===== src/rtl/listen_seq_pkg.sv =====
package listen_seq_pkg;

	// ------------------------------------------------------------------
	// Clock and timebase
	// ------------------------------------------------------------------
	localparam int          CLK_PERIOD_NS = 20;
	localparam int          TICK_PERIOD_NS = 1000;                          // Timer unit is one microsecond
	localparam int          TICK_CYCLES   = (TICK_PERIOD_NS + CLK_PERIOD_NS - 1) / CLK_PERIOD_NS;
	localparam logic [7:0]  TICK_LAST     = 8'(TICK_CYCLES - 1);

	// ------------------------------------------------------------------
	// Register byte offsets
	// ------------------------------------------------------------------
	localparam logic [4:0]  OFS_CONTROL    = 5'h00;
	localparam logic [4:0]  OFS_SEQ_CONFIG = 5'h04;
	localparam logic [4:0]  OFS_TIMER_A    = 5'h08;
	localparam logic [4:0]  OFS_TIMER_B    = 5'h0C;
	localparam logic [4:0]  OFS_RX_TIMEOUT = 5'h10;
	localparam logic [4:0]  OFS_PIN_MAP    = 5'h14;
	localparam logic [4:0]  OFS_STATUS     = 5'h18;

	// ------------------------------------------------------------------
	// Field positions
	// ------------------------------------------------------------------
	localparam int          CTRL_START_BIT  = 0;
	localparam int          CTRL_STOP_BIT   = 1;
	localparam int          CFG_IDLE_PWR    = 0;
	localparam int          CFG_START_LO    = 1;
	localparam int          CFG_LP_TARGET   = 3;
	localparam int          CFG_IDLE_EXIT   = 4;
	localparam int          CFG_RX_EXIT_LO  = 5;
	localparam int          CFG_TMO_EXIT_LO = 8;
	localparam int          MAP_ROUTE_BIT   = 10;
	localparam int          ST_PREAMBLE_BIT = 8;
	localparam int          ST_SYNC_BIT     = 9;
	localparam int          ST_PAYLOAD_BIT  = 10;
	localparam int          ST_CRC_BIT      = 11;
	localparam int          ST_FIFO_THR_BIT = 12;
	localparam int          ST_FIFO_DRN_BIT = 13;

	// ------------------------------------------------------------------
	// Reset values and field codes
	// ------------------------------------------------------------------
	localparam logic [9:0]  SEQ_CONFIG_RESET = 10'h000;
	localparam logic [15:0] TIMER_RESET      = 16'h0000;
	localparam logic [10:0] PIN_MAP_RESET    = 11'h000;
	localparam logic [1:0]  START_TO_LOW_POWER = 2'h0;
	localparam logic [2:0]  RX_EXIT_PREAMBLE = 3'h6;
	localparam logic [2:0]  RX_EXIT_SYNC     = 3'h5;
	localparam logic [2:0]  RX_EXIT_PAYLOAD  = 3'h4;
	localparam logic [1:0]  TMO_TO_LOW_POWER = 2'h2;
	localparam logic [1:0]  PIN_CODE_00 = 2'h0;
	localparam logic [1:0]  PIN_CODE_01 = 2'h1;
	localparam logic [1:0]  PIN_CODE_11 = 2'h3;

	// ------------------------------------------------------------------
	// Types
	// ------------------------------------------------------------------
	typedef enum logic [1:0] {
		RADIO_SLEEP   = 2'h0,
		RADIO_STANDBY = 2'h1,
		RADIO_RX      = 2'h3
	} radio_mode_t;

	typedef enum logic [2:0] {
		SEQ_OFF      = 3'h0,
		SEQ_IDLE     = 3'h1,
		SEQ_RX       = 3'h3,
		SEQ_RX_WAIT  = 3'h2,
		SEQ_HANDOFF  = 3'h6,
		SEQ_LOW_REST = 3'h7
	} seq_state_t;

endpackage : listen_seq_pkg


===== src/rtl/tick_down_counter.sv =====
`timescale 1ns/1ps
module tick_down_counter (
	// Clock and reset
	input  wire logic        clk,
	input  wire logic        reset,
	input  wire logic        ce,
	// Control
	input  wire logic        load,
	input  wire logic [15:0] load_value,
	input  wire logic        tick,
	// Result
	output logic             done
);

	logic [15:0] count;
	logic        running;

	// ------------------------------------------------------------------
	// Down counter, one pulse on expiry
	// ------------------------------------------------------------------
	// Load wins over an expiry in the same cycle
	always_ff @(posedge clk or posedge reset) begin
		if (reset) begin
			count   <= 16'h0000;
			running <= 1'b0;
			done    <= 1'b0;
		end else if (ce) begin
			done <= 1'b0;
			if (load) begin
				count   <= load_value;
				running <= 1'b1;
			end else if (running && tick) begin
				if (count <= 16'h0001) begin
					running <= 1'b0;
					done    <= 1'b1;
				end else begin
					count <= count - 16'h0001;
				end
			end
		end
	end

endmodule : tick_down_counter


===== src/rtl/listen_mode_top_sequencer.sv =====
`timescale 1ns/1ps
// Operation
// - Listen mode sleeps with only RC oscillator, periodically enabling receive.
// - A received packet raises an interrupt request toward the host.
// - Wake event selectable: preamble found, sync match, or payload done.
// - Any wake event stops sequencer, radio stays receiving until host acts.
// - Idle wakes every timer A plus B, receives for timer B.
// - Preamble found event can be routed to event pin four.
// - Timer B bounds receive time per cycle while no preamble.
// - Timer A plus timer B sets the interval between search starts.
// - Sync wake first polls preamble, then waits for sync match.
// - Sync wake receives only for rx timeout, low power for rest.
// - Preamble before rx timeout keeps receive, waiting for sync match.
// - No sync by timer B end: receive off, polling resumes alone.
// - Sync match fires event, stops sequencer, radio stays receiving.
module listen_mode_top_sequencer (
	// Clock, reset and clock enable
	input  wire logic                      clk,
	input  wire logic                      reset,
	input  wire logic                      ce,
	// Avalon-MM slave
	input  wire logic [4:0]                address,
	input  wire logic                      read,
	input  wire logic                      write,
	input  wire logic [31:0]               writedata,
	input  wire logic [3:0]                byteenable,
	output logic [31:0]                    readdata,
	output logic                           waitrequest,
	// Receive chain events
	input  wire logic                      preamble_found_event,
	input  wire logic                      sync_match_event,
	input  wire logic                      payload_done_event,
	input  wire logic                      crc_pass_event,
	input  wire logic                      fifo_threshold_flag,
	input  wire logic                      fifo_drained_flag,
	// Radio control and event pins
	output listen_seq_pkg::radio_mode_t    radio_mode,
	output listen_seq_pkg::seq_state_t     seq_state,
	output logic [3:0]                     event_pins_low,
	output logic                           event_pin_four
);
	import listen_seq_pkg::*;

	// ------------------------------------------------------------------
	// Declarations
	// ------------------------------------------------------------------
	logic [9:0]   seq_config;
	logic [15:0]  cycle_timer_a;
	logic [15:0]  cycle_timer_b;
	logic [15:0]  rx_window_timeout;
	logic [10:0]  pin_map;
	logic [3:0]   event_flags;
	logic         ack;
	logic [7:0]   prescale;
	logic         tick;
	logic         start_cmd;
	logic         stop_cmd;
	logic         bus_write;
	logic         phase_load;
	logic [15:0]  phase_value;
	logic         phase_done;
	logic         window_load;
	logic         window_done;
	logic         exit_event;
	logic         timeout_mode;
	seq_state_t   next_seq_state;
	radio_mode_t  low_power_mode;
	logic         idle_power_select;
	logic [1:0]   start_transition_sel;
	logic         low_power_target_sel;
	logic         idle_exit_sel;
	logic [2:0]   receive_exit_sel;
	logic [1:0]   timeout_exit_sel;
	logic         preamble_pin_route_sel;

	// ------------------------------------------------------------------
	// Helper functions
	// ------------------------------------------------------------------
	// Byte-lane merge for partial writes
	function automatic logic [31:0] merge_bytes(input logic [31:0] old_value, input logic [31:0] new_value,
			input logic [3:0] lanes);
		logic [31:0] result;
		result = old_value;
		for (int i = 0; i < 4; i++) begin
			if (lanes[i]) begin
				result[i*8 +: 8] = new_value[i*8 +: 8];
			end
		end
		return result;
	endfunction : merge_bytes

	// Event source for one pin from its two-bit mapping code
	function automatic logic pin_source(input logic [1:0] code, input logic code00_src, input logic code01_src,
			input logic code11_src);
		logic result;
		result = 1'b0;
		if (code == PIN_CODE_00) begin
			result = code00_src;
		end else if (code == PIN_CODE_01) begin
			result = code01_src;
		end else if (code == PIN_CODE_11) begin
			result = code11_src;
		end
		return result;
	endfunction : pin_source

	// ------------------------------------------------------------------
	// Configuration fields
	// ------------------------------------------------------------------
	assign idle_power_select      = seq_config[CFG_IDLE_PWR];
	assign start_transition_sel   = seq_config[CFG_START_LO +: 2];
	assign low_power_target_sel   = seq_config[CFG_LP_TARGET];
	assign idle_exit_sel          = seq_config[CFG_IDLE_EXIT];
	assign receive_exit_sel       = seq_config[CFG_RX_EXIT_LO +: 3];
	assign timeout_exit_sel       = seq_config[CFG_TMO_EXIT_LO +: 2];
	assign preamble_pin_route_sel = pin_map[MAP_ROUTE_BIT];
	assign low_power_mode         = idle_power_select ? RADIO_SLEEP : RADIO_STANDBY;

	// ------------------------------------------------------------------
	// Avalon-MM handshake
	// ------------------------------------------------------------------
	// Every access is answered one cycle after it is presented
	assign waitrequest = (read || write) && !ack;
	assign bus_write   = write && !ack;
	assign start_cmd   = bus_write && (address == OFS_CONTROL) && byteenable[0] && writedata[CTRL_START_BIT];
	assign stop_cmd    = bus_write && (address == OFS_CONTROL) && byteenable[0] && writedata[CTRL_STOP_BIT];

	// Acknowledge flop
	always_ff @(posedge clk or posedge reset) begin
		if (reset) begin
			ack <= 1'b0;
		end else if (ce) begin
			ack <= (read || write) && !ack;
		end
	end

	// Configuration register writes
	always_ff @(posedge clk or posedge reset) begin
		if (reset) begin
			seq_config        <= SEQ_CONFIG_RESET;
			cycle_timer_a     <= TIMER_RESET;
			cycle_timer_b     <= TIMER_RESET;
			rx_window_timeout <= TIMER_RESET;
			pin_map           <= PIN_MAP_RESET;
		end else if (ce && bus_write) begin
			unique case ({address[4:2], 2'b00})
				OFS_SEQ_CONFIG: seq_config <= 10'(merge_bytes(32'(seq_config), writedata, byteenable));
				OFS_TIMER_A:    cycle_timer_a <= 16'(merge_bytes(32'(cycle_timer_a), writedata, byteenable));
				OFS_TIMER_B:    cycle_timer_b <= 16'(merge_bytes(32'(cycle_timer_b), writedata, byteenable));
				OFS_RX_TIMEOUT: rx_window_timeout <= 16'(merge_bytes(32'(rx_window_timeout), writedata, byteenable));
				OFS_PIN_MAP:    pin_map <= 11'(merge_bytes(32'(pin_map), writedata, byteenable));
				default: begin
				end
			endcase
		end
	end

	// Read data, registered; unmapped offsets read zero
	always_ff @(posedge clk or posedge reset) begin
		if (reset) begin
			readdata <= 32'h00000000;
		end else if (ce && read && !ack) begin
			unique case ({address[4:2], 2'b00})
				OFS_SEQ_CONFIG: readdata <= 32'(seq_config);
				OFS_TIMER_A:    readdata <= 32'(cycle_timer_a);
				OFS_TIMER_B:    readdata <= 32'(cycle_timer_b);
				OFS_RX_TIMEOUT: readdata <= 32'(rx_window_timeout);
				OFS_PIN_MAP:    readdata <= 32'(pin_map);
				OFS_STATUS:     readdata <= {18'h00000, fifo_drained_flag, fifo_threshold_flag, event_flags,
					5'h00, seq_state};
				default:        readdata <= 32'h00000000;
			endcase
		end
	end

	// ------------------------------------------------------------------
	// Sticky event flags
	// ------------------------------------------------------------------
	// Write one to clear; a new event in the clearing cycle wins
	always_ff @(posedge clk or posedge reset) begin
		if (reset) begin
			event_flags <= 4'h0;
		end else if (ce) begin
			event_flags <= (event_flags & ~((bus_write && (address == OFS_STATUS) && byteenable[1]) ?
				writedata[ST_PREAMBLE_BIT +: 4] : 4'h0))
				| {crc_pass_event, payload_done_event, sync_match_event, preamble_found_event};
		end
	end

	// ------------------------------------------------------------------
	// Event pins
	// ------------------------------------------------------------------
	// Event-sourced pins show the held flags so a one-cycle event is not missed by the host; fifo pins show the live levels
	always_ff @(posedge clk or posedge reset) begin
		if (reset) begin
			event_pins_low <= 4'h0;
			event_pin_four <= 1'b0;
		end else if (ce) begin
			event_pins_low[0] <= pin_source(pin_map[1:0], event_flags[2], event_flags[3], 1'b0);
			event_pins_low[1] <= pin_source(pin_map[3:2], fifo_threshold_flag, 1'b0, 1'b0);
			event_pins_low[2] <= pin_source(pin_map[5:4], 1'b0, 1'b0, event_flags[1]);
			event_pins_low[3] <= pin_source(pin_map[7:6], fifo_drained_flag, 1'b0, 1'b0);
			event_pin_four    <= pin_source(pin_map[9:8], 1'b0, 1'b0,
				preamble_pin_route_sel && event_flags[0]);
		end
	end

	// ------------------------------------------------------------------
	// Timebase and timers
	// ------------------------------------------------------------------
	// Microsecond tick prescaler
	always_ff @(posedge clk or posedge reset) begin
		if (reset) begin
			prescale <= 8'h00;
			tick     <= 1'b0;
		end else if (ce) begin
			tick     <= (prescale == TICK_LAST);
			prescale <= (prescale == TICK_LAST) ? 8'h00 : prescale + 8'h01;
		end
	end

	// Phase timer runs timer A in idle, then timer B from the receive start
	tick_down_counter phase_timer (
		.clk        (clk),
		.reset      (reset),
		.ce         (ce),
		.load       (phase_load),
		.load_value (phase_value),
		.tick       (tick),
		.done       (phase_done)
	);

	// Receive window timer for the timeout-bounded modes
	tick_down_counter window_timer (
		.clk        (clk),
		.reset      (reset),
		.ce         (ce),
		.load       (window_load),
		.load_value (rx_window_timeout),
		.tick       (tick),
		.done       (window_done)
	);

	// ------------------------------------------------------------------
	// Sequencer state machine
	// ------------------------------------------------------------------
	// Selected wake condition and whether the rx timeout applies
	always_comb begin
		exit_event   = 1'b0;
		timeout_mode = 1'b0;
		unique case (receive_exit_sel)
			RX_EXIT_PREAMBLE: exit_event = preamble_found_event;
			RX_EXIT_SYNC: begin
				exit_event   = sync_match_event;
				timeout_mode = (rx_window_timeout != 16'h0000);
			end
			RX_EXIT_PAYLOAD: begin
				exit_event   = payload_done_event;
				timeout_mode = (rx_window_timeout != 16'h0000);
			end
			default: exit_event = 1'b0;
		endcase
	end

	// Next state and timer loads
	always_comb begin
		next_seq_state = seq_state;
		phase_load     = 1'b0;
		phase_value    = cycle_timer_a;
		window_load    = 1'b0;
		if (stop_cmd) begin
			next_seq_state = SEQ_OFF;
		end else if (start_cmd && (start_transition_sel == START_TO_LOW_POWER)) begin
			next_seq_state = low_power_target_sel ? SEQ_IDLE : SEQ_OFF;
			phase_load     = low_power_target_sel;
		end else begin
			unique case (seq_state)
				SEQ_OFF, SEQ_HANDOFF: next_seq_state = seq_state;
				SEQ_IDLE: begin
					if (phase_done) begin
						phase_load = 1'b1;
						if (idle_exit_sel) begin
							next_seq_state = SEQ_RX;
							phase_value    = cycle_timer_b;
							window_load    = timeout_mode;
						end
					end
				end
				SEQ_RX: begin
					if (exit_event) begin
						next_seq_state = SEQ_HANDOFF;
					end else if (phase_done) begin
						next_seq_state = SEQ_IDLE;
						phase_load     = 1'b1;
					end else if (timeout_mode && preamble_found_event) begin
						next_seq_state = SEQ_RX_WAIT;
					end else if (timeout_mode && window_done) begin
						next_seq_state = (timeout_exit_sel == TMO_TO_LOW_POWER) ? SEQ_LOW_REST : SEQ_OFF;
					end
				end
				SEQ_RX_WAIT: begin
					if (exit_event) begin
						next_seq_state = SEQ_HANDOFF;
					end else if (phase_done) begin
						next_seq_state = SEQ_IDLE;
						phase_load     = 1'b1;
					end
				end
				SEQ_LOW_REST: begin
					if (phase_done) begin
						next_seq_state = SEQ_IDLE;
						phase_load     = 1'b1;
					end
				end
				default: next_seq_state = SEQ_OFF;
			endcase
		end
	end

	// State register
	always_ff @(posedge clk or posedge reset) begin
		if (reset) begin
			seq_state <= SEQ_OFF;
		end else if (ce) begin
			seq_state <= next_seq_state;
		end
	end

	// Radio mode follows the next state; handoff keeps receiving until the host acts
	always_ff @(posedge clk or posedge reset) begin
		if (reset) begin
			radio_mode <= RADIO_SLEEP;
		end else if (ce) begin
			unique case (next_seq_state)
				SEQ_RX, SEQ_RX_WAIT, SEQ_HANDOFF: radio_mode <= RADIO_RX;
				SEQ_IDLE, SEQ_LOW_REST:           radio_mode <= low_power_mode;
				default:                          radio_mode <= (seq_state == SEQ_HANDOFF && !stop_cmd) ?
					RADIO_RX : low_power_mode;
			endcase
		end
	end

endmodule : listen_mode_top_sequencer


===== config.mk =====
export PLATFORM = sky130hd
export DESIGN_NAME = listen_mode_top_sequencer
export DESIGN_NICKNAME = d
export VERILOG_FILES = /design/src/rtl/listen_seq_pkg.sv /design/src/rtl/tick_down_counter.sv /design/src/rtl/listen_mode_top_sequencer.sv
export SDC_FILE = /design/constraint.sdc
export NUM_CORES = 1
export LEC_CHECK = 0
export ABC_AREA = 1
export BUFFER_PORTS_ARGS = -buffer_cell sky130_fd_sc_hd__buf_2
export CORE_MARGIN = 10
export CORE_UTILIZATION = 45
export DETAILED_ROUTE_END_ITERATION = 12
export PLACE_DENSITY = 0.6
export SLEW_MARGIN = 25
export SYNTH_ARGS = -nofsm -noshare
export SYNTH_HDL_FRONTEND = slang
export SYNTH_HIERARCHICAL = 1
export SYNTH_SLANG_ARGS = --single-unit

===== constraint.sdc =====
create_clock -name clk -period 4.7 [get_ports clk]
set_input_delay 0.705 -clock clk [delete_from_list [all_inputs] [get_ports clk]]
set_output_delay 0.705 -clock clk [all_outputs]
set_load 0.03 [all_outputs]

# Word-level counts from Yosys, hierarchy flattened
# Cells that the tools add are included.
[totals]
ff_bits = 161
out_inout_bits = 43
elab_cells = 180
[op_classes]
n_lt_le_gt_ge = 2
n_reduce_logical = 54
bitwise = 3
n_addsub = 3
n_eq_ne = 29
n_mux = 64
[ops]
columns = ["operator", "count"]
rows = [
  ["$mux 16", 11],
  ["$pmux 16 s6", 1],
  ["$reduce_and 3->1", 14],
  ["$mux 1", 34],
  ["$mux 3", 11],
  ["$le 16x1->1 const B", 2],
  ["$sub 16x1->16 const B", 2],
  ["$eq 3x3->1 const B", 10],
  ["$eq 3x2->1 const B", 6],
  ["$logic_and 1x1->1", 18],
  ["$reduce_bool 16->1", 1],
  ["$pmux 3 s5", 1],
  ["$logic_not 2->1", 6],
  ["$reduce_or 2->1", 5],
  ["$eq 3x1->1 const B", 3],
  ["$add 8x1->8 const B", 1],
  ["$eq 8x6->1 const B", 1],
  ["$mux 8", 1],
  ["$reduce_bool 2->1", 4],
  ["$eq 2x1->1 const B", 3],
  ["$eq 2x2->1 const B", 3],
  ["$eq 5x5->1 const B", 1],
  ["$logic_not 5->1", 1],
  ["$and 4x4->4", 1],
  ["other kinds (12)", 14],
]

# Longest topological paths before layout
# Gate-level depths: netlist (run 1).
[depth]
ltp_word = 14
mapped_depth = 16
mapped_depth_nobuf = 14

# Hierarchy
# Netlist (run 1), hierarchy kept.
[modules_own_cells]
columns = ["module", "area_per_inst_um2", "n_inst", "cells_per_inst"]
rows = [
  ["listen_mode_top_sequencer", 5392.7, 1, 678],
  ["tick_down_counter", 1381.3, 2, 213],
]

# Worst setup path before layout (run 1)
# OpenSTA, ideal clock, no wires.
[synth_timing]
path_type = "in2reg"
from = "input address[1]"
to = "register window_timer.count[0]"
t_required_ns = 4.582
t_arrival_ns = 2.407
path_stages = 15
setup_slack_ns = 2.175
cell_sequence = "nor2_1 -> and3_1 -> nand4_1 -> nand3_2 -> clkbuf_1 -> nor2_1 -> inv_2 -> nand3b_1 -> nor2_4 -> nand3_4 -> nand2_8 -> inv_6 -> buf_6 -> nand2_2 -> o21ai_2"
[synth_between]
elab_chain_len = 9
elab_cells_between_ends = 12
cone_classes = "1 x eq/ne; 3 x mux; 8 x reduce/logical"
[synth_rtl]
columns = ["element", "line_no", "text"]
rows = [
  ["start: declaration", "listen_mode_top_sequencer.sv:22", "input wire logic [4:0] address,"],
  ["$logic_not 5->1 *", "listen_mode_top_sequencer.sv:125, listen_mode_top_sequencer.sv:126", ""],
  ["$logic_and 1x1->1 * (2 in a row)", "listen_mode_top_sequencer.sv:125, listen_mode_top_sequencer.sv:126", ""],
  ["$logic_and 1x1->1", "listen_mode_top_sequencer.sv:125", "assign start_cmd = bus_write && (address == OFS_CONTROL) && byteenable[0] && writedata[CTRL_START_BIT];"],
  ["$logic_and 1x1->1", "listen_mode_top_sequencer.sv:273", "end else if (start_cmd && (start_transition_sel == START_TO_LOW_POWER)) begin"],
  ["$mux 1", "listen_mode_top_sequencer.sv:273", ""],
  ["$mux 1 *", "listen_mode_top_sequencer.sv:271", "if (stop_cmd) begin"],
  ["net window_load", "listen_mode_top_sequencer.sv:62", "logic window_load;"],
  ["$ne 2x2->1 (no line) or $reduce_bool 2->1 (tied branches)", "--", ""],
  ["$reduce_and 3->1 (no line)", "--", ""],
  ["end signal: assignment", "tick_down_counter.sv:30", "count <= load_value;"],
  ["end signal: assignment", "tick_down_counter.sv:37", "count <= count - 16'h0001;"],
  ["end: declaration", "tick_down_counter.sv:15", "logic [15:0] count;"],
]
# Mark *: on every way through the listed nets, which the timed path passes. The rest lies on a longest branch.
# A chain may end at the register's enable or synchronous reset.

# Final worst setup path (run 1)
[layout_timing]
from = "input address[1]"
to = "register phase_timer.count[2]"
[layout_between]
elab_chain_len = 9
elab_cells_between_ends = 14
cone_classes = "1 x eq/ne; 5 x mux; 8 x reduce/logical"
[layout_rtl]
columns = ["element", "line_no", "text"]
rows = [
  ["$logic_not 5->1 *", "listen_mode_top_sequencer.sv:125, listen_mode_top_sequencer.sv:126", ""],
  ["$logic_and 1x1->1 * (2 in a row)", "listen_mode_top_sequencer.sv:125, listen_mode_top_sequencer.sv:126", ""],
  ["$logic_and 1x1->1", "listen_mode_top_sequencer.sv:125", ""],
  ["$logic_and 1x1->1", "listen_mode_top_sequencer.sv:273", ""],
  ["$mux 1", "listen_mode_top_sequencer.sv:273", ""],
  ["$mux 1 *", "listen_mode_top_sequencer.sv:271", ""],
  ["net phase_load", "listen_mode_top_sequencer.sv:59", "logic phase_load;"],
  ["$ne 2x2->1 (no line) or $reduce_bool 2->1 (tied branches)", "--", ""],
  ["$reduce_and 3->1 (no line)", "--", ""],
  ["end signal: assignment", "tick_down_counter.sv:30", ""],
  ["end signal: assignment", "tick_down_counter.sv:37", ""],
  ["end: declaration", "tick_down_counter.sv:15", ""],
]
# Marked as above.

==> results of run 1 <==
power groups by stage:
stage	registers (mW)	logic, mW	clock network (mW)
2_1_floorplan	1.61	0.353	0
3_3_place_gp	1.59	0.555	0
3_5_place_dp	1.59	0.565	0
4_1_cts	1.57	0.567	1.33
5_1_grt	1.60	0.636	1.38
6_report	1.57	0.561	1.31
cells by family (layout without fill, tap and decap cells):
| group | count (synthesis) | count (layout) | synth area share (%) |
|---|---|---|---|
| muxes | 1 | 1 | 0.138 |
| other | 1 | 16 | 0.0460 |
| DFF | 145 | 145 | 44.5 |
| xor gates and xnor gates | 3 | 3 | 0.322 |
| buffers and inverters | 152 | 205 | 8.51 |
| and+or+nand+nor | 619 | 619 | 32.6 |
| AOI/OAI and AO/OA | 177 | 177 | 12.9 |
| adders and majority gates | 6 | 6 | 0.921 |
stage by stage:
| step | instance area, um^2 | instances |
|---|---|---|
| floorplan | 8210 | 1119 |
| global placement | 8580 | 1369 |
| detailed placement | 8580 | 1369 |
| CTS | 9140 | 1401 |
| global route | 9140 | 1401 |
| finish | 9140 | 1401 |
per-layer routing:
layer | up-vias | GRT usage, % | wire length [um]
met4 | 0 | 8.01 | 694
met2 | 203 | 30.1 | 10500
met3 | 48 | 4.85 | 1340
li1 | 3642 | - | -
met5 | - | 0 | 0
met1 | 3419 | 25.8 | 10800
cell usage in the layout (no fill, tap or decap), types with 8 or more instances in the layout:
| master | count |
|---|---|
| o21ai_2 | 10 |
| inv_1 | 93 |
| a21oi_1 | 17 |
| buf_4 | 10 |
| nand4_1 | 13 |
| o21ai_0 | 99 |
| dfrtp_1 | 145 |
| nor2_1 | 110 |
| nand3b_1 | 8 |
| a221oi_1 | 8 |
| buf_2 | 60 |
| nor2_2 | 10 |
| conb_1 | 16 |
| nor3_1 | 10 |
| nand3_1 | 59 |
| o21bai_1 | 9 |
| o21ai_1 | 10 |
| nand2_1 | 386 |
| clkbuf_16 | 17 |
worst max-delay path, delay by kind of cell:
family | cells | cell delay (ns)
compound gates | 3 | 0.41
simple gates | 8 | 1.42
buf+inv | 4 | 0.69
sequential cells by signal, summed over array words and instances (netlist names), 3 cells and up:
name and count:
cycle_timer_a 16, cycle_timer_b 16, phase_timer/count 16, readdata 16, rx_window_timeout 16, window_timer/count 16
pin_map 11, seq_config 10, prescale 8, event_flags 4, event_pins_low 4, seq_state 3
final cells by class:
cell class / instances / share of cell area, %
Sequential cell: 145 / 39.7
Tap cell: 229 / 3.13
Multi-Input combinational cell: 822 / 42.5
Timing Repair Buffer: 70 / 4.11
Clock inverter: 13 / 1.19
Clock buffer: 19 / 4.96
Inverter: 103 / 4.37
Yosys cell counts (3+ instances only):
library cell	number	area [um^2]
o21bai_1	9	67.6
ha_1	6	75.1
o21ai_2	10	87.6
inv_2	6	22.5
o2111ai_1	6	52.6
o21ai_0	99	495
a22oi_1	4	30.0
nand3b_1	8	60.1
nand2_1	386	1450
inv_1	94	353
buf_6	4	45.0
a221oi_1	8	70.1
buf_4	18	135
nand4_1	13	81.3
dfrtp_1	145	3630
a21oi_1	17	85.1
nor2_4	6	67.6
nor2_1	110	413
nand3_1	59	295
o21ai_1	10	50.1
nor2_2	10	62.6
clkbuf_1	14	52.6
buf_2	13	65.1
nor3_1	10	50.1
o22ai_1	3	18.8
worst paths after layout:
path | cells past startpoint | end | slack (ns) | start
max | 15 | phase_timer/count[2] | 1.79 | address[1]
min | 2 | readdata[13] | 0.44 | reset
max reg2reg | 15 | phase_timer/count[2] | 1.93 | ack
min reg2reg | 2 | readdata[3] | 0.47 | readdata[3]
max in group asynchronous | 3 | cycle_timer_a[1] | 3.36 | reset
min in group clk | 2 | readdata[3] | 0.47 | readdata[3]
==> summary.txt, run 1 <==
Layout
  – Final Net Count: 1217
  – Area grow syn2layout: 12.1%
  – FF+latch area: 0.00363 mm^2
  – Antenna cell count: 0
  – Fraction of layout cells with a size suffix above 1: 13.1%
  – Fill count: 1808
  – Final Util: 51.1%
  – Multi-input gate area: 0.00389 mm^2

Timing
  – Hold Vio Cnt, Final: 0
  – Hold Slack: 0.439 ns
  – Final Critical Period: 2.91 ns
  – Post-route setup slack: 1.79 ns
  – Clock Skew: 0.00800 ns
  – Setup TNS Final: 0 ns
  – Count of final setup violators: 0
  – Worst slew margin: 33.2%
  – Worst-Margin Slew: 0.996 ns
  – Fin crit share: roughly three fifths
  – Slew Viols, Final: 0
  – F_max: 344 MHz
  – RSZ-0062 raised after global routing: no

Route
  – DR vias/cell: 5.22
  – Wire length per cell: 16.6 um
  – DRT Pass-1 Iters: 7
  – Via count: ~7300
  – Residual DRC count: 0
  – DRT iter0 DRCs: 601
  – Post-DRT Antenna Nets: 0
  – Post-Route WL: 23300 um

Die
  – Die height: roughly 150 um
  – Die span in x: 155 um
  – Initial Utilization: 45.6%
  – Core area: 0.0179 mm^2
  – I/O pin count: 95
  – Row count: 49
  – Die ar.: 0.0239 mm^2

Clock tree
  – Clock sinks: 145
  – Worst-path clk slew: 0.06 ns
  – H-tree level count: 4
  – TritonCTS clock tree: built
  – Total CTS buffers: 17
  – Post-CTS setup buffers: 0
  – Skew-Pair Late Insertion Delay: around 0.43 ns
  – Clock Path Buffers: 2
  – Root Buffer: clkbuf_16
  – CTS resizes: 0
  – Hold Buf Count CTS: 0

Run status
  – Status: completed

Place
  – GP Congestion: ~0.85
  – Dpl ws: roughly 1.4 ns
  – Number of port buffers: 60
  – HPWL Detailed: 17000 um

Setup path
  – Worst Setup Start Kind: input port
  – Critical path cell sequence: buf_2, nor2_1, and3_1, nand4_1, o21a_1, a21boi_0, buf_4, inv_2, nand3b_1, nor2_4, nand3_4, nand2_8, inv_6, nand2_1, o21ai_2
  – CP max stage delay: 0.31 ns
  – Crit path DAT: 3.23 ns
  – Slowest cell on crit path: nor2_1
  – Crit. End Element: flop
  – Crit path kind: in2reg
  – Crit Path Max Fanout: 22
  – CP required: 5.02 ns

Power
  – Comb pwr share: between 10% and 20%
  – P_int: about 2.4 mW
  – Final total power: 3.44 mW
  – Seq pwr share: about 46%
  – P_leak: 4.58 nW
  – Switch Pwr: 1.08 mW
  – Peak supply drop: 270 uV
  – Clk pwr share: 38.0%
  – Cell Pwr Density: 376 mW/mm^2
  – Switching share of power: 31.4%

Synth
  – Register bit total from synthesis: 145
  – Syn avg cell area: 7.39 um^2
  – Ys flop type: dfrtp_1
  – Netlist cell types: 49
  – Synth async-reset ratio: 100%
  – Syn. warnings: 6
  – Synth Instances: ~1100
  – Register area share after synthesis: 44.5%
  – Post-synth EDFFs: 0
  – Synth Cell Area: slightly above 0.008 mm^2

Worst hold path
  – HP Class: in2async

Global routing
  – Largest net degree at the start of global routing: 56
  – GRT overflow: 0
  – Initial antenna violation count: 0
  – Total GRT Usage: around 20%
  – First-pass GRT wire length: 37500 um
  – Vias in the first global route: 6875

Run
  – Max-cap violations: 0
(Power assumes the default switching activity.)
==> run 2, diff against run 1 <==
Settings changed: ABC_AREA 1 to 0, PLACE_DENSITY 0.6 to 0.63.
Clock period 4.7 ns to 2.6 ns, I/O delays scaled along.
==> run 2 against run 1 <==
Worst setup slack got worse by 1.8 ns. Clock power is 100% higher. Critical path depth down 6. Cell count is 22% lower. First-iteration DRC count down 24%. Area after synthesis fell by 0.66%. Non-clock buffer count rose by 48. Flip-flop and latch count stayed put.
==> summary.txt, run 2 <==
Synth
  – Top post-synthesis cells by count: dfrtp_1, mux2_2, nand2_1, nor2_1
  – Post-synth EDFFs: 0 (unchanged)
  – Synth Instances: 747 (-32%)
  – Synth Cell Area: 0.00810 mm^2 (-0.66%)
  – Syn avg cell area: 10.8 um^2 (+47%)
  – Netlist cell types: 87 (+78%)
  – Top-area cell type share of the netlist area: 44.8% (+0.30 points)
  – Register bit total from synthesis: 145 (unchanged)
  – Syn. warnings: 6 (unchanged)
  – Leading area contributor after synthesis: dfrtp_1
  – Count leader, synth: dfrtp_1
  – Ys flop type: dfrtp_1
  – Register area share after synthesis: 44.8% (+0.30 points)
  – Synth async-reset ratio: 100% (unchanged)
  – Synth top area cells: dfrtp_1, mux2_2, mux2i_1

Route
  – Post-Route WL: 24900 um (+6.7%)
  – Via count: 6706 (-8.3%)
  – Wire length per cell: 22.8 um (+37%)
  – DRT iter0 DRCs: 455 (-24%)
  – DRT Pass-1 Iters: 5 (-2)
  – DR vias/cell: 6.15 (+18%)
  – Residual DRC count: 0 (unchanged)
  – Post-DRT Antenna Nets: 0 (unchanged)

Clock tree
  – Total CTS buffers: 17 (unchanged)
  – Clock sinks: 145 (unchanged)
  – TritonCTS clock tree: built
  – Worst-path clk slew: 0.07 ns (about the same)
  – Skew-Pair Late Insertion Delay: 0.43 ns (about the same)
  – Clock Path Buffers: 2 (unchanged)
  – H-tree level count: 4 (unchanged)
  – Root Buffer: clkbuf_16

Timing
  – F_max: between 300 and 400 MHz
  – RSZ-0062 raised after global routing: yes
  – Post-route setup slack: 0.0370 ns (-1.75 ns)
  – Count of final setup violators: 0 (unchanged)
  – Slew Viols, Final: 0 (unchanged)
  – Clock Skew: 0.0102 ns (+0.00220 ns)
  – Final Critical Period: 2.56 ns
  – Worst-Margin Slew: 0.773 ns (-0.223 ns)
  – Hold Vio Cnt, Final: 0 (unchanged)
  – Worst slew margin: 48.4% (+15 points)
  – Fin crit share: 98.6%

Run status
  – Status: completed

Setup path
  – Buf/Inv on CP: 1 (-3)
  – Crit. End Element: flop
  – CP required: 2.91 ns (-2.11 ns)
  – Crit path kind: reg2reg
  – Slowest cell on crit path: or3b_1
  – Crit Path Max Fanout: 13 (-41%)
  – CP max stage delay: 0.43 ns (+0.12 ns)
  – Critical Path Source: seq_config[2]
  – Path depth of the worst reg2reg path: 9 (-6)
  – Critical path cell sequence: buf_4, or3b_1, nor2_1, a31oi_1, a21oi_2, a21o_1, and2_1, o21ai_4, o41ai_1
  – Worst Setup Start Kind: flop
  – RR Startpoint: seq_config[2]
  – Crit path depth: 9 (-6)
  – Crit path DAT: 2.87 ns (-0.36 ns)
  – Largest delay contributor family on the critical path: compound AO/OA/AOI/OAI gates

Layout
  – Most frequent cells in the layout: dfrtp_1, mux2_2, buf_2
  – Fraction of layout cells with a size suffix above 1: 31.1% (+18 points)
  – Most common cell after layout, fill and taps aside: dfrtp_1
  – Area grow syn2layout: 18.8%
  – Antenna cell count: 0 (unchanged)
  – Final Net Count: 907 (-25%)
  – Cell Count, Final, Fillers Out: 1091 (-22%)

Global routing
  – First-pass GRT wire length: 39300 um (+4.9%)
  – GRT overflow: 0 (unchanged)
  – Largest net degree at the start of global routing: 104 (+86%)
  – Vias in the first global route: 6773 (-1.5%)
  – Initial antenna violation count: 0 (unchanged)
  – Total GRT Usage: 20.7% (+1.1 points)

Die
  – I/O pin count: 95 (unchanged)
  – Initial Utilization: 45.4% (-0.15 points)
  – Row count: 49 (unchanged)
  – Core area: 0.0178 mm^2 (-0.34%)
  – Die ar.: 0.0238 mm^2 (-0.57%)
  – Die height: 154 um (-0.29%)
  – Die span in x: 154 um (-0.29%)

Place
  – Number of port buffers: 60 (unchanged)
  – HPWL Detailed: 17900 um (+4.7%)
  – Placed instance count: 1055 (-23%)
  – Dpl ws: -0.0970 ns (-1.47 ns)
  – GP Congestion: 0.904 (+6.4%)

Worst hold path
  – HP Class: in2reg
  – Hold Crit Depth: 2
  – Min-delay src: crc_pass_event

Run
  – Max-cap violations: 0 (unchanged)

Power
  – Peak supply drop: 512 uV (+90%)
  – Cell Pwr Density: 751 mW/mm^2 (+100%)
  – P_leak: 4.29 nW (-6.2%)
==> run 2: cell count changes after synthesis, sizes merged, moves of 22 or more <==
cell   before  now
o21ai     119   35
nand2     392   44
mux2i       0   22
mux2        1   91
a22o        0   23
nand3      63   18
inv       102   21
nor2      126   47
==> run 2: power breakdown <==
| group | total, mW | internal, mW | switching, mW |
|---|---|---|---|
| Sequential | 2.99 | 2.63 | 0.360 |
| Clock | 2.66 | 1.62 | 1.04 |
| Combinational | 1.58 | 0.689 | 0.892 |
| Total | 7.23 | 4.94 | 2.30 |
==> run 2: per-stage QoR <==
stage / total power [mW] / area, um^2 / TNS (ns) / utilization, % / hold WS (ns)
floorplan: 3.97 / 8170 / 0 / - / 0.329
global placement: 4.51 / 8900 / -0.0803 / 49.9 / 0.347
detailed placement: 4.56 / 8900 / -0.209 / 49.9 / 0.349
CTS: 7.24 / 9540 / 0 / 53.5 / 0.176
global route: 7.54 / 9630 / -0.0405 / 54.0 / 0.191
finish: 7.23 / 9630 / 0 / 54.0 / 0.191
==> run 2: path summary, 6_finish.rpt <==
check,end,slack (ns)
min in group asynchronous,rx_window_timeout[12],0.45
worst max-delay path,phase_timer/count[15],0.04
worst max register to register,phase_timer/count[15],0.04
max in group asynchronous,cycle_timer_b[12],1.37
worst min register to register,event_pins_low[1],0.48
worst min-delay path,event_flags[3],0.19
==> run 2: routing by layer <==
metal	GRT usage, %	up-vias	share of wire (%)
met5	0	-	0
met4	5.85	0	1.8
met3	4.38	28	5.0
met2	34.4	231	50
met1	26.6	3434	43
li1	-	3013	-
==> run 2: what timing repair did <==
| item | CTS | global route |
|---|---|---|
| resized for setup | 0 | 13 |
| hold endpoints to repair | 6 | 0 |
| hold buffers | 1 | 0 |
| setup endpoints to repair | 0 | 25 |
| buffers inserted | 0 | 3 |
==> run 2: cell type report <==
| class | instances | area (um^2) |
|---|---|---|
| repair buffers | 118 | 771 |
| inverters | 21 | 82.6 |
| clock inverters | 15 | 208 |
| flip-flops and latches | 145 | 3630 |
| multi-input cells | 546 | 4220 |
| clock buffers | 17 | 425 |
| fillers | 1560 | 8210 |
| well taps | 229 | 287 |
==> run 2: kinds of logic (layout without fill, tap and decap cells) <==
group | count (synthesis) | in the layout | share of synthesized area, %
AO/OA/AOI/OAI | 184 | 184 | 16.8
XOR/XNOR | 8 | 8 | 0.865
adder cells (fa/ha/maj) | 6 | 6 | 0.927
buffers and inverters | 71 | 171 | 4.62
flip-flops | 145 | 145 | 44.8
multiplexers | 113 | 113 | 15.4
other | 1 | 16 | 0.0463
AND/OR/NAND/NOR | 219 | 219 | 16.6
==> run 3, diff against run 2 <==
==> constraint.sdc (replaced) <==
create_clock -name clk -period 2.6 [get_ports clk]
set_input_delay 0.52 -clock clk [delete_from_list [all_inputs] [get_ports clk]]
set_output_delay 0.52 -clock clk [all_outputs]
set_load 0.03 [all_outputs]
==> run 3 against run 2 <==
Combinational power fell by 3%. Highest routed layer unchanged. Critical path type unchanged. Largest cell class unchanged. Power fell by 0.75%. Via count shrank 0.66%.
==> summary.txt, run 3 (synthesis results as in run 2) <==
Layout
  – Final Net Count: 910 (+0.33%)
  – FF+latch area: 0.00363 mm^2 (about the same)
  – Fraction of layout cells with a size suffix above 1: 30.9% (-0.22 points)
  – Fill count: 1548 (-0.77%)
  – Multi-input gate area: 0.00419 mm^2 (-0.83%)
  – Most frequent cells in the layout: dfrtp_1, mux2_2, buf_2, buf_4, nand2_1
  – Most common cell after layout, fill and taps aside: dfrtp_1
  – Final Util: 53.8% (-0.18 points)
  – Area grow syn2layout: 18.4%
  – Antenna cell count: 0 (unchanged)

Setup path
  – Critical Path Source: ack
  – Crit Path Max Fanout: 8 (-5)
  – Crit path kind: reg2reg
  – R2r endpoint: phase_timer/count[7]
  – Worst Setup Start Kind: flop
  – Worst setup path end: phase_timer/count[7]
  – Reg-to-reg slack, setup: 0.13 ns (+0.09 ns)
  – Path depth of the worst reg2reg path: 9 (unchanged)
  – Crit. End Element: flop
  – Crit path DAT: 2.76 ns (-0.11 ns)
  – CP required: 2.89 ns (-0.02 ns)
  – RR Startpoint: ack

Timing
  – Count of final setup violators: 0 (unchanged)
  – RSZ-0062 raised after global routing: no
  – Worst slew margin: 49.2% (+0.79 points)
  – Slew Viols, Final: 0 (unchanged)
  – F_max: 405 MHz (+3.7%)
  – Final Critical Period: 2.47 ns (-0.0925 ns)
  – Fin crit share: 95.0% (-3.6 points)
  – Hold Vio Cnt, Final: 0 (unchanged)
  – Worst-Margin Slew: 0.761 ns (-0.0119 ns)
  – Clock Skew: 0.0129 ns (+0.00274 ns)

Place
  – GP Congestion: 0.898 (-0.66%)
  – Number of port buffers: 60 (unchanged)
  – HPWL Detailed: 18200 um (+2.0%)

Clock tree
  – TritonCTS clock tree: built
  – Root Buffer: clkbuf_16
  – Total CTS buffers: 17 (unchanged)
  – Clock sinks: 145 (unchanged)
  – Clock Path Buffers: 2 (unchanged)
  – Skew-Pair Late Insertion Delay: 0.43 ns (about the same)
  – H-tree level count: 4 (unchanged)
  – Worst-path clk slew: 0.07 ns (about the same)

Power
  – P_int: 4.95 mW (+0.30%)
  – Comb pwr share: 21.4% (-0.5 points)
  – P_leak: 4.29 nW (about the same)
  – Switch Pwr: 2.23 mW (-3.0%)
  – Switching share of power: 31.0% (-0.72 points)
  – Cell Pwr Density: 748 mW/mm^2 (-0.41%)
  – Seq pwr share: 41.7% (+0.4 points)
  – Peak supply drop: 576 uV (+12%)
  – Final total power: 7.18 mW (-0.75%)
  – Clk pwr share: 36.9% (about the same)

Route
  – Wire length per cell: 22.4 um (-1.6%)
  – DRT iter0 DRCs: 590 (+30%)
  – Via count: 6662 (-0.66%)
  – Post-Route WL: 24600 um (-1.3%)
  – Residual DRC count: 0 (unchanged)
  – DR vias/cell: 6.09 (-0.93%)
  – Post-DRT Antenna Nets: 0 (unchanged)
  – DRT Pass-1 Iters: 5 (unchanged)

Die
  – Die ar.: 0.0238 mm^2 (unchanged)
  – Die span in x: 154 um (unchanged)
  – Core area: 0.0178 mm^2 (unchanged)
  – Initial Utilization: 45.4% (unchanged)
  – I/O pin count: 95 (unchanged)
  – Die height: 154 um (unchanged)
  – Row count: 49 (unchanged)

Global routing
  – First-pass GRT wire length: 38300 um (-2.5%)
  – GRT overflow: 0 (unchanged)
  – Initial antenna violation count: 0 (unchanged)
  – Vias in the first global route: 6682 (-1.3%)
  – Largest net degree at the start of global routing: 45 (-57%)
  – Total GRT Usage: 20.3% (-0.47 points)

Worst hold path
  – HP Class: in2async

Run status
  – Status: completed

Run
  – Max-cap violations: 0 (unchanged)
run 3: cell count changes in the layout (fill, tap and decap cells not counted), sizes merged:
| cell | delta |
|---|---|
| clkinvlp | -1 |
| inv | -2 |
| dlygate4sd3 | -1 |
| buf | +4 |
| clkbuf | +3 |
run 3: worst min path at each step:
stage                                  from                end  cells past startpoint
after global routing                  reset       readdata[14]                      2
final                                 reset       readdata[14]                      2
after global placement    event_pins_low[3]  event_pins_low[3]                      1
after detailed placement  event_pins_low[3]  event_pins_low[3]                      1
after floorplan                 prescale[7]        prescale[7]                      1
after CTS                             reset       readdata[14]                      2
run 3: critical path, cell delays in order (launching register included):
cell and delay [ns]:
dfrtp_1 0.41, nor4_4 0.31, nand3_1 0.18, nor2_1 0.13, a31oi_1 0.06, a21oi_2 0.29
a21o_1 0.16, nand2_1 0.22, a222oi_1 0.44, o41ai_1 0.13
run 3: metrics by stage:
stage	hold slack, ns	instances	setup TNS, ns	setup WS (ns)	area, um^2
after detailed placement	0.464	1062	-0.214	-0.0596	8950
after global placement	0.462	1062	-0.0151	-0.0130	8950
final	0.166	1094	0	0.130	9590
after CTS	0.174	1094	0	0.152	9590
after floorplan	0.447	762	0	0.0137	8190
after global routing	0.214	1094	0	0.00595	9590
run 3: layer usage:
metal / GRT usage [%] / part of all wire, % / up-vias
li1: - / - / 3018
met1: 26.3 / 43 / 3383
met2: 32.9 / 49 / 226
met3: 3.58 / 5.0 / 35
met4: 7.87 / 2.7 / 0
met5: 0 / 0 / -
run 3: power by group through the flow:
stage | Sequential [mW] | Combinational, mW | Clock [mW]
after floorplan | 3.08 | 0.889 | 0
after global placement | 3.00 | 1.49 | 0
after detailed placement | 3.02 | 1.52 | 0
after CTS | 2.98 | 1.54 | 2.68
after global routing | 3.04 | 1.65 | 2.77
final | 2.99 | 1.53 | 2.65
run 3: repair_timing:
| action | CTS | global route |
|---|---|---|
| gates resized for setup | 0 | 1 |
| hold buffers | 0 | 0 |
| endpoints found under the setup margin | 0 | 2 |
| buffers inserted | 0 | 0 |
run 3: final cells by class:
| type | count | area share (%) |
|---|---|---|
| sequential | 145 | 37.8 |
| inverter | 21 | 0.861 |
| tap | 229 | 2.99 |
| timing repair buffer | 121 | 8.03 |
| multi-input combinational | 546 | 43.7 |
| clock inverter | 12 | 1.88 |
| clock buffer | 20 | 4.76 |
